$ cat src/shared/eesr_pkg.sv
// ==========================================================================
// shared constants for the ecc error reporting block
// ==========================================================================
package eesr_pkg;

  // ========================================================================
  // widths
  // ========================================================================
  localparam int ADDR_W = 25;                 // word address, bits 24..0
  localparam int WORD_W = 16;                 // register and counter width
  localparam int HI_ADDR_W = ADDR_W - 16;     // address bits held in upper trap

  // ========================================================================
  // status word layout and reset value
  // ========================================================================
  localparam int ST_OFF_BIT = 0;              // correction_off
  localparam int ST_UNIT_FIX_BIT = 1;         // unit_data_corrected
  localparam int ST_CHECK_BIT = 2;            // check_code_error
  localparam int ST_FIX_BIT = 3;              // single_bit_fixed_seen
  localparam int ST_DBL_BIT = 4;              // double_bit_seen
  localparam int ST_RSV_W = WORD_W - ST_DBL_BIT - 1; // reserved bits, read as zero
  localparam logic [WORD_W-1:0] STATUS_RESET = 16'h0000;

  // ========================================================================
  // trap register layout
  // ========================================================================
  localparam int LO_ADDR_MSB = 15;            // lower trap holds A15..A3
  localparam int LO_ADDR_LSB = 3;             // half-page granularity
  localparam int HI_ADDR_LSB = 16;            // upper trap starts at A16
  localparam logic [WORD_W-1:0] HI_MASK_128 = 16'h007f;
  localparam logic [WORD_W-1:0] HI_MASK_256 = 16'h00ff;
  localparam logic [WORD_W-1:0] HI_MASK_512 = 16'h01ff;

  // ========================================================================
  // configuration register bits
  // ========================================================================
  localparam int PROT_TRAP_BOTH_BIT = 13;     // protection_config_reg
  localparam int VCFG_STALL_OFF_BIT = 2;      // volatile_config_reg

  // ========================================================================
  // counter limit
  // ========================================================================
  localparam logic [WORD_W-1:0] CNT_MAX = 16'hffff;
  localparam logic [WORD_W-1:0] CNT_ONE = 16'h0001;
  localparam logic [WORD_W-1:0] CNT_ZERO = 16'h0000;

  // ========================================================================
  // enumerations
  // ========================================================================
  typedef enum logic [1:0] {
    DENS_128 = 2'h0,
    DENS_256 = 2'h1,
    DENS_512 = 2'h2
  } eesr_density_t;

  typedef enum logic [2:0] {
    CMD_STATUS_READ = 3'h0,
    CMD_TRAP_LO_READ = 3'h1,
    CMD_TRAP_HI_READ = 3'h2,
    CMD_CNT_READ = 3'h3,
    CMD_CNT_CLEAR = 3'h4
  } eesr_cmd_t;

endpackage

$ cat src/rtl/eesr_ecc_err_report.sv
`timescale 1ns/1ps
`default_nettype none
// What this block does
// - status read returns 16-bit word for unit
// - bit 0 shows correction off for unit
// - bit 1 data fix, bit 2 code error
// - bit 3 sticky single fix, cleared on exit
// - bit 4 sticky double detect, cleared on exit
// - sticky bits ignore the unit address
// - reset or overlay exit zeroes status word
// - trap first enabled error type, density dependent
// - trap valid only while bit 3 or 4
// - first failing half-page kept until re-armed
// - every exit clears traps and sticky bits
// - half-page granularity, unused address bits zero
// - multi-programmed half-page without detect is unchecked
// - count main array errors outside overlays only
// - counter saturates, never wraps
// - counter cleared by reset or clear command
// - counter commands act only inside overlay
// - one count per failing half-page read
// - keep counting while strobe stalled, until deselect
// - double detect holds strobe low if enabled
module eesr_ecc_err_report #(
  parameter eesr_pkg::eesr_density_t DENSITY = eesr_pkg::DENS_256
) (
  input wire logic i_sys_clk,
  input wire logic i_reset,
  input wire logic i_clk_en,
  // chip select pin, active low, asynchronous to i_sys_clk
  input wire logic i_cs_n,
  // half-page check result from the decode datapath, one-cycle pulse
  input wire logic i_hp_valid,
  input wire logic [eesr_pkg::ADDR_W-1:0] i_hp_addr,
  input wire logic i_hp_single,
  input wire logic i_hp_check_err,
  input wire logic i_hp_double,
  input wire logic i_hp_correction_off,
  input wire logic i_hp_multi_prog,
  // overlay state from the command decoder
  input wire logic i_status_overlay,
  input wire logic i_any_overlay,
  input wire logic i_overlay_exit,
  input wire logic i_double_error_detect_en,
  // configuration registers
  input wire logic [eesr_pkg::WORD_W-1:0] i_protection_config_reg,
  input wire logic [eesr_pkg::WORD_W-1:0] i_volatile_config_reg,
  // overlay command port
  input wire logic i_cmd_valid,
  input wire eesr_pkg::eesr_cmd_t i_cmd,
  output logic o_rvalid,
  output logic [eesr_pkg::WORD_W-1:0] o_rdata,
  // either sticky bit set; trap stays empty if only non-trapping single errors occurred
  output logic o_trap_valid,
  // hold the read strobe low
  output logic o_read_strobe_stall
);

  // ========================================================================
  // state
  // ========================================================================
  typedef struct packed {
    logic cs_n_meta;                            // first sync stage
    logic cs_n_sync;                            // second sync stage
    logic single_bit_fixed_seen;                // sticky, global
    logic double_bit_seen;                      // sticky, global
    logic trap_full;                            // capture done, no re-arm yet
    logic [eesr_pkg::WORD_W-1:0] trap_lo;       // error_address_low_trap
    logic [eesr_pkg::WORD_W-1:0] trap_hi;       // error_address_high_trap
    logic [eesr_pkg::WORD_W-1:0] rdata;         // read answer
    logic rvalid;                               // answer strobe
    logic stall;                                // strobe held low
  } eesr_state_t;

  // deselected chip select after reset, everything else zero
  localparam eesr_state_t RESET_STATE = '{
    cs_n_meta: 1'b1,
    cs_n_sync: 1'b1,
    default: '0
  };

  eesr_state_t st_q; // registered state
  eesr_state_t st_d; // next state

  // ========================================================================
  // helpers
  // ========================================================================
  // valid upper address bits per density
  function automatic logic [eesr_pkg::WORD_W-1:0] hi_mask(
    input eesr_pkg::eesr_density_t dens
  );
    logic [eesr_pkg::WORD_W-1:0] m;
    m = eesr_pkg::HI_MASK_256;
    case (dens)
      eesr_pkg::DENS_128: m = eesr_pkg::HI_MASK_128;
      eesr_pkg::DENS_512: m = eesr_pkg::HI_MASK_512;
      default: m = eesr_pkg::HI_MASK_256;
    endcase
    return m;
  endfunction

  // the largest density has no counter and traps only double errors
  localparam logic IS_LARGEST = (DENSITY == eesr_pkg::DENS_512);
  localparam logic [eesr_pkg::WORD_W-1:0] HI_MASK = hi_mask(DENSITY);

  // ========================================================================
  // event qualification
  // ========================================================================
  logic hp_checked;    // half-page really went through checking
  logic err_single;    // single-bit fix in data or check code
  logic err_double;    // double-bit detection
  logic trap_both;     // single errors also trap
  logic trap_hit;      // error of an enabled trap type
  logic cnt_inc;       // counter step
  logic cmd_ok;        // command accepted
  logic cnt_clr;       // counter clear accepted
  logic stall_en;      // stall mode on
  logic [eesr_pkg::WORD_W-1:0] cnt_value; // counter contents

  assign hp_checked = i_hp_valid && !(i_hp_multi_prog && !i_double_error_detect_en);
  assign err_single = hp_checked && (i_hp_single || i_hp_check_err);
  assign err_double = hp_checked && i_hp_double;

  assign trap_both = !IS_LARGEST && i_protection_config_reg[eesr_pkg::PROT_TRAP_BOTH_BIT];
  assign trap_hit = err_double || (trap_both && err_single);

  // datapath pulses once per half-page read
  // counting runs on while the strobe is stalled
  assign cnt_inc = !IS_LARGEST && !i_any_overlay && !i_status_overlay
                   && (err_single || err_double);

  assign cmd_ok = i_cmd_valid && i_status_overlay;
  assign cnt_clr = cmd_ok && (i_cmd == eesr_pkg::CMD_CNT_CLEAR);

  // low bit means stall enabled
  assign stall_en = !i_volatile_config_reg[eesr_pkg::VCFG_STALL_OFF_BIT];

  // ========================================================================
  // error counter
  // ========================================================================
  // reset or clear command only
  eesr_sat_counter eesr_sat_counter_inst (
    .i_sys_clk(i_sys_clk),
    .i_reset(i_reset),
    .i_clk_en(i_clk_en),
    .i_inc(cnt_inc),
    .i_clr(cnt_clr),
    .o_count(cnt_value)
  );

  // ========================================================================
  // next state
  // ========================================================================
  // sets are applied after clears, so an event in an exit cycle survives
  always_comb begin
    st_d = st_q;
    // two-stage chip select synchroniser
    st_d.cs_n_meta = i_cs_n;
    st_d.cs_n_sync = st_q.cs_n_meta;
    st_d.rvalid = 1'b0;

    // exit clears traps and sticky bits
    if (i_overlay_exit) begin
      st_d.single_bit_fixed_seen = 1'b0;
      st_d.double_bit_seen = 1'b0;
      st_d.trap_full = 1'b0;
      st_d.trap_lo = '0;
      st_d.trap_hi = '0;
      st_d.rdata = eesr_pkg::STATUS_RESET;
    end

    if (err_single) begin
      st_d.single_bit_fixed_seen = 1'b1;
    end
    if (err_double) begin
      st_d.double_bit_seen = 1'b1;
    end

    if (trap_hit && !st_d.trap_full) begin
      st_d.trap_full = 1'b1;
      st_d.trap_lo = '0;
      st_d.trap_lo[eesr_pkg::LO_ADDR_MSB:eesr_pkg::LO_ADDR_LSB] =
        i_hp_addr[eesr_pkg::LO_ADDR_MSB:eesr_pkg::LO_ADDR_LSB];
      st_d.trap_hi = {{(eesr_pkg::WORD_W - eesr_pkg::HI_ADDR_W){1'b0}},
                      i_hp_addr[eesr_pkg::ADDR_W-1:eesr_pkg::HI_ADDR_LSB]} & HI_MASK;
    end

    if (st_q.cs_n_sync) begin
      st_d.stall = 1'b0;
    end else if (err_double && stall_en) begin
      st_d.stall = 1'b1;
    end

    if (cmd_ok && !i_overlay_exit) begin
      if (i_cmd == eesr_pkg::CMD_STATUS_READ) begin
        st_d.rvalid = 1'b1;
        st_d.rdata = eesr_pkg::STATUS_RESET;
        st_d.rdata[eesr_pkg::ST_OFF_BIT] = i_hp_valid && i_hp_correction_off;
        st_d.rdata[eesr_pkg::ST_UNIT_FIX_BIT] = hp_checked && i_hp_single;
        st_d.rdata[eesr_pkg::ST_CHECK_BIT] = hp_checked && i_hp_check_err;
        // current read already folded into sticky bits
        st_d.rdata[eesr_pkg::ST_FIX_BIT] = st_d.single_bit_fixed_seen;
        st_d.rdata[eesr_pkg::ST_DBL_BIT] = st_d.double_bit_seen;
      end else if (i_cmd == eesr_pkg::CMD_TRAP_LO_READ) begin
        st_d.rvalid = 1'b1;
        st_d.rdata = st_q.trap_lo;
      end else if (i_cmd == eesr_pkg::CMD_TRAP_HI_READ) begin
        st_d.rvalid = 1'b1;
        st_d.rdata = st_q.trap_hi;
      end else if (i_cmd == eesr_pkg::CMD_CNT_READ) begin
        // largest density has no counter, reads zero
        st_d.rvalid = 1'b1;
        st_d.rdata = IS_LARGEST ? eesr_pkg::CNT_ZERO : cnt_value;
      end else begin
        // clear command or unknown code: no answer
        st_d.rvalid = 1'b0;
      end
    end
  end

  // ========================================================================
  // state register
  // ========================================================================
  // clock enable low freezes the synchroniser too
  always_ff @(posedge i_sys_clk) begin
    if (i_reset) begin
      st_q <= RESET_STATE;
    end else if (i_clk_en) begin
      st_q <= st_d;
    end
  end

  // ========================================================================
  // outputs
  // ========================================================================
  assign o_rvalid = st_q.rvalid;
  assign o_rdata = st_q.rdata;
  assign o_trap_valid = st_q.single_bit_fixed_seen || st_q.double_bit_seen;
  assign o_read_strobe_stall = st_q.stall;
endmodule
`default_nettype wire

$ cat src/rtl/eesr_sat_counter.sv
`timescale 1ns/1ps
`default_nettype none
// ==========================================================================
// saturating error event counter
// ==========================================================================
module eesr_sat_counter (
  input wire logic i_sys_clk,
  input wire logic i_reset,
  input wire logic i_clk_en,
  input wire logic i_inc,
  input wire logic i_clr,
  output logic [eesr_pkg::WORD_W-1:0] o_count
);

  // whole state of the counter
  typedef struct packed {
    logic [eesr_pkg::WORD_W-1:0] count;
  } eesr_cnt_state_t;

  eesr_cnt_state_t st_q; // registered state
  eesr_cnt_state_t st_d; // next state

  // ========================================================================
  // next state
  // ========================================================================
  // clear then increment, so an error in the clear cycle is still counted
  always_comb begin
    st_d = st_q;
    if (i_clr) begin
      st_d.count = eesr_pkg::CNT_ZERO;
    end
    if (i_inc && (st_d.count != eesr_pkg::CNT_MAX)) begin
      st_d.count = st_d.count + eesr_pkg::CNT_ONE;
    end
  end

  // ========================================================================
  // state register
  // ========================================================================
  // reset covers power-on and hardware reset alike
  always_ff @(posedge i_sys_clk) begin
    if (i_reset) begin
      st_q <= '0;
    end else if (i_clk_en) begin
      st_q <= st_d;
    end
  end

  assign o_count = st_q.count;
endmodule
`default_nettype wire

$ cat config.mk
export PLATFORM = sky130hd
export DESIGN_NAME = eesr_ecc_err_report
export DESIGN_NICKNAME = d
export VERILOG_FILES = /design/src/shared/eesr_pkg.sv /design/src/rtl/eesr_ecc_err_report.sv /design/src/rtl/eesr_sat_counter.sv
export SDC_FILE = /design/constraint.sdc
export NUM_CORES = 1
export LEC_CHECK = 0
export BUFFER_PORTS_ARGS = -buffer_cell sky130_fd_sc_hd__buf_2
export CAP_MARGIN = 20
export CORE_UTILIZATION = 51
export DETAILED_ROUTE_END_ITERATION = 8
export GPL_ROUTABILITY_DRIVEN = 0
export PLACE_DENSITY = 0.86
export SLEW_MARGIN = 20
export SYNTH_ARGS = -nofsm -noshare
export SYNTH_HDL_FRONTEND = slang
export SYNTH_HIERARCHICAL = 1
export SYNTH_SLANG_ARGS = --single-unit
$ cat constraint.sdc
create_clock -name i_sys_clk -period 3.1 [get_ports i_sys_clk]
set_input_delay 0.465 -clock i_sys_clk [delete_from_list [all_inputs] [get_ports i_sys_clk]]
set_output_delay 0.465 -clock i_sys_clk [all_outputs]
set_load 0.02 [all_outputs]
==> summary.md <==
- sky130_fd_sc_hd__dfxtp_1 (60), sky130_fd_sc_hd__buf_2 (59), sky130_fd_sc_hd__nand2_1 (31) — commonest non-fill, non-tap cells in the layout
- 0 — max-slew violation count
- 450 mW/mm^2 — power density over cell area
- 2 — buffer depth of the longest clock path
- 38.8% — portion of the post-synthesis area used by sequential elements
- 0 — number of enable flip-flop cells after synthesis
- sky130_fd_sc_hd__dfxtp_1 — most common cell after layout, fill and taps aside
- 0 — Post-CTS Setup Repair Bufs
- 520 — Fillers
- 0 — number of antenna cells inserted
- 6.10 — detailed-route vias per instance
- register — type of element capturing the critical path
- 0 — final-report setup violation count
- yes — TritonCTS clock tree
- sky130_fd_sc_hd__dfxtp_1 — biggest area consumer among synthesized cells
- 0.48 ns — delay of the slowest cell on the worst path
- 399 — Net Count, Synth
- 2,704 — total via count in the routed design
- 0.00120 mm^2 — Reg area
- 0% — ys async rst share
- 64 — count of cell types in the netlist
- 0.00639 mm^2 — floorplan die area
- 38.5% — Worst slew margin
- 0 — final hold vios
- 0.354 mV — Peak VDD IR
- sky130_fd_sc_hd__nor4_2 — critical path's slowest cell
- 0.35 ns — clock latency of the later-clocked register in the worst-skew pair
- 0 ns — aggregate negative setup slack
- 6 — Syn. warnings
- 0 — number of antenna violations at the first check in global routing
- 324 — Synth Instances
- 0.00164 mm^2 — area of the multi-input gates
- 4 — Worst Reg-to-Reg Cells
- 58.7% — post-layout util
- 79.9 um — chip height
- 0.07 ns — clock transition at the registers of the reported paths
- 3.34 ns — Data required, critical path
- 60 — number of sinks on the clock net
- input pin to register — critical setup path kind
- 23 — pin count of the biggest net entering global routing
- 1.15 mW — internal power
- input pin to register — worst min-delay path category
- sky130_fd_sc_hd__clkbuf_8 — clock tree root buffer cell
- 2.34 ns — final period demand of the worst path
- 7510 um — drt total wl
- 0.400 mW — Sw Pwr
- 59 — buffers added on ports
- 94 — I/O pin cnt
- input pin — Startpoint Class
- 2.58 ns — arrival time at the worst endpoint
- 15 — Worst Path Max Fanout
- 0 — count of maximum capacitance violations
- false — setup repair after global routing missed its margin
- 0 — hold bufs inserted after CTS
- i_cmd[1] — startpoint of the worst setup timing path
- 0.440 ns — post-place setup slack
- 16.9 um — post-detailed-route wirelength per cell
- 3 — H-tree lvl count
- eesr_sat_counter_inst/o_count[10]$_SDFFE_PP0P_ — Reg2Reg Launch Point
- 9.3% — Gate power share
- 79.9 um — die extent in x
- 11,600 um — first-pass GRT wire length
- 75.6% — final cycle utilization of the critical path
- 438 — nets@finish
- 0.756 ns — Worst Slack Setup Final
- 9.56 um^2 — syn avg cell area
- 9 — number of CTS-inserted buffers
- 0 — number of remaining DRC errors
- 2,421 — via count of the first global-routing pass
- sky130_fd_sc_hd__dfxtp_1 (39%), sky130_fd_sc_hd__a22o_1 (6.5%), sky130_fd_sc_hd__buf_4 (4.4%), sky130_fd_sc_hd__nand2_1 (3.8%), sky130_fd_sc_hd__mux2i_1 (3.6%) — leading post-synthesis cells by cell area
- eesr_sat_counter_inst/o_count[2]$_SDFFE_PP0P_ — end of the worst register-to-register path
- 220 — number of DRC violations after detailed-routing iteration 0
- 0 — overflow left after global routing
- sky130_fd_sc_hd__dfxtp_1 — most frequently used flop master after synthesis
- 28 — Cell Rows
- 0.00589 mm^2 — Std-Cell Core Area
- 5350 um — HPWL Detailed
- 29.1% — proportion of layout cells with a drive suffix above 1
- st_q[41]$_SDFFE_PP0P_ — worst min-delay path endpoint
- 0.00310 mm^2 — post-synth design cell area
- 24.2% — GRT Util Overall
- 1.50 nW — Static Leakage
- 1.36 ns — reg2reg setup slack
- 7 — first drt pass iteration count
- 0 — count of antenna-violating nets left after detailed routing
- 2 — number of cells on the worst hold path
- buf_2 -> nor2_1 -> and4_1 -> buf_4 -> nand4b_4 -> nor4_2 -> nand4_2 -> mux2_4 — Critical Path, Cell by Cell
- 25.7% — switching share of power
- 51.4% — sequential group share of total power
- i_hp_addr[7] — origin of the worst min-delay path
- 0.00659 ns — clock tree skew after final layout
- 60 — flip-flop and latch count after synthesis
- 2 — worst path buffer plus inverter count
- finished, final reports clean — status
- 39.2% — part of the power in the clock network
- 427 MHz — achievable frequency
- 52.6% — effective utilization at floorplan
- 38.8% — fraction of post-synthesis cell area in the top cell type by area
- 0.922 ns — slew at the pin with the worst max-slew slack
- 11.6% — synthesis-to-layout area growth
- 0 — PostCTS Resize Cnt
- simple AND/OR/NAND/NOR gates — gate family responsible for the most delay along the worst path
==> metrics by stage <==
| stage | instance area (um^2) | std cells | hold WS [ns] | power [mW] |
|---|---|---|---|---|
| 2_1_floorplan | 3100 | 324 | 0.417 | 0.908 |
| 3_3_place_gp | 3290 | 427 | 0.427 | 0.954 |
| 3_5_place_dp | 3290 | 427 | 0.428 | 0.958 |
| 4_1_cts | 3460 | 443 | 0.315 | 1.56 |
| 5_1_grt | 3460 | 443 | 0.318 | 1.61 |
| 6_report | 3460 | 443 | 0.322 | 1.55 |
==> synthesized netlist by cell type (3+ instances only) <==
cell and n:
sky130_fd_sc_hd__dfxtp_1 60, sky130_fd_sc_hd__nand2_1 31, sky130_fd_sc_hd__a22o_1 23, sky130_fd_sc_hd__a21oi_1 20, sky130_fd_sc_hd__buf_4 18, sky130_fd_sc_hd__nor2_1 17, sky130_fd_sc_hd__nand3_1 15, sky130_fd_sc_hd__mux2i_1 11
sky130_fd_sc_hd__mux2_2 9, sky130_fd_sc_hd__inv_1 8, sky130_fd_sc_hd__a22oi_1 6, sky130_fd_sc_hd__buf_2 6, sky130_fd_sc_hd__clkbuf_1 6, sky130_fd_sc_hd__nand3b_1 5, sky130_fd_sc_hd__nor3_1 5, sky130_fd_sc_hd__o2bb2ai_1 5
sky130_fd_sc_hd__a211oi_1 4, sky130_fd_sc_hd__a21o_1 4, sky130_fd_sc_hd__and3_1 3, sky130_fd_sc_hd__and3b_1 3, sky130_fd_sc_hd__buf_6 3, sky130_fd_sc_hd__nand4_1 3, sky130_fd_sc_hd__o32ai_1 3, sky130_fd_sc_hd__or3_1 3
==> worst max-delay path by stage <==
stage	to	slack (ns)	cells after the start
2_1_floorplan	eesr_sat_counter_inst/o_count[14]$_SDFFE_PP0P_	0.71	7
3_3_place_gp	eesr_sat_counter_inst/o_count[14]$_SDFFE_PP0P_	0.48	7
3_5_place_dp	eesr_sat_counter_inst/o_count[14]$_SDFFE_PP0P_	0.44	8
4_1_cts	eesr_sat_counter_inst/o_count[14]$_SDFFE_PP0P_	0.80	8
5_1_grt	eesr_sat_counter_inst/o_count[14]$_SDFFE_PP0P_	0.67	8
6_report	eesr_sat_counter_inst/o_count[14]$_SDFFE_PP0P_	0.76	8
==> cell families after synthesis <==
kind of cell | count (synthesis) | synth area share [%]
and+or+nand+nor | 108 | 21.4
buffers and inverters | 43 | 8.36
AOI/OAI and AO/OA | 90 | 23.4
muxes | 23 | 8.04
DFF | 60 | 38.8
==> power by group through the flow <==
stage                     clock network (mW)  logic, mW  registers [mW]
final                                  0.610      0.145           0.799
after floorplan                            0     0.0955           0.813
after detailed placement                   0      0.142           0.816
after global placement                     0      0.139           0.815
after global routing                   0.654      0.157           0.800
after CTS                              0.620      0.143           0.799
==> registers in the layout, indices dropped and copies added (netlist names) <==
name                           cells
st_q                              25
eesr_sat_counter_inst/o_count     16
o_rdata                           16
o_read_strobe_stall                1
o_rvalid                           1
st_d                               1
==> cell type report <==
| class | instances | area share (%) |
|---|---|---|
| Sequential cell | 60 | 34.7 |
| Multi-Input combinational cell | 221 | 47.4 |
| Tap cell | 75 | 2.71 |
| Clock inverter | 5 | 0.796 |
| Inverter | 8 | 0.869 |
| Timing Repair Buffer | 63 | 9.41 |
| Clock buffer | 11 | 4.09 |
==> per-layer routing <==
layer	vias up	share of wire, %	GRT usage (%)
li1	1285	-	-
met1	1281	43	30.1
met2	121	49	37.9
met3	17	6.6	5.37
met4	0	2.1	15.0
met5	-	0	0
(Power assumes the default switching activity.)
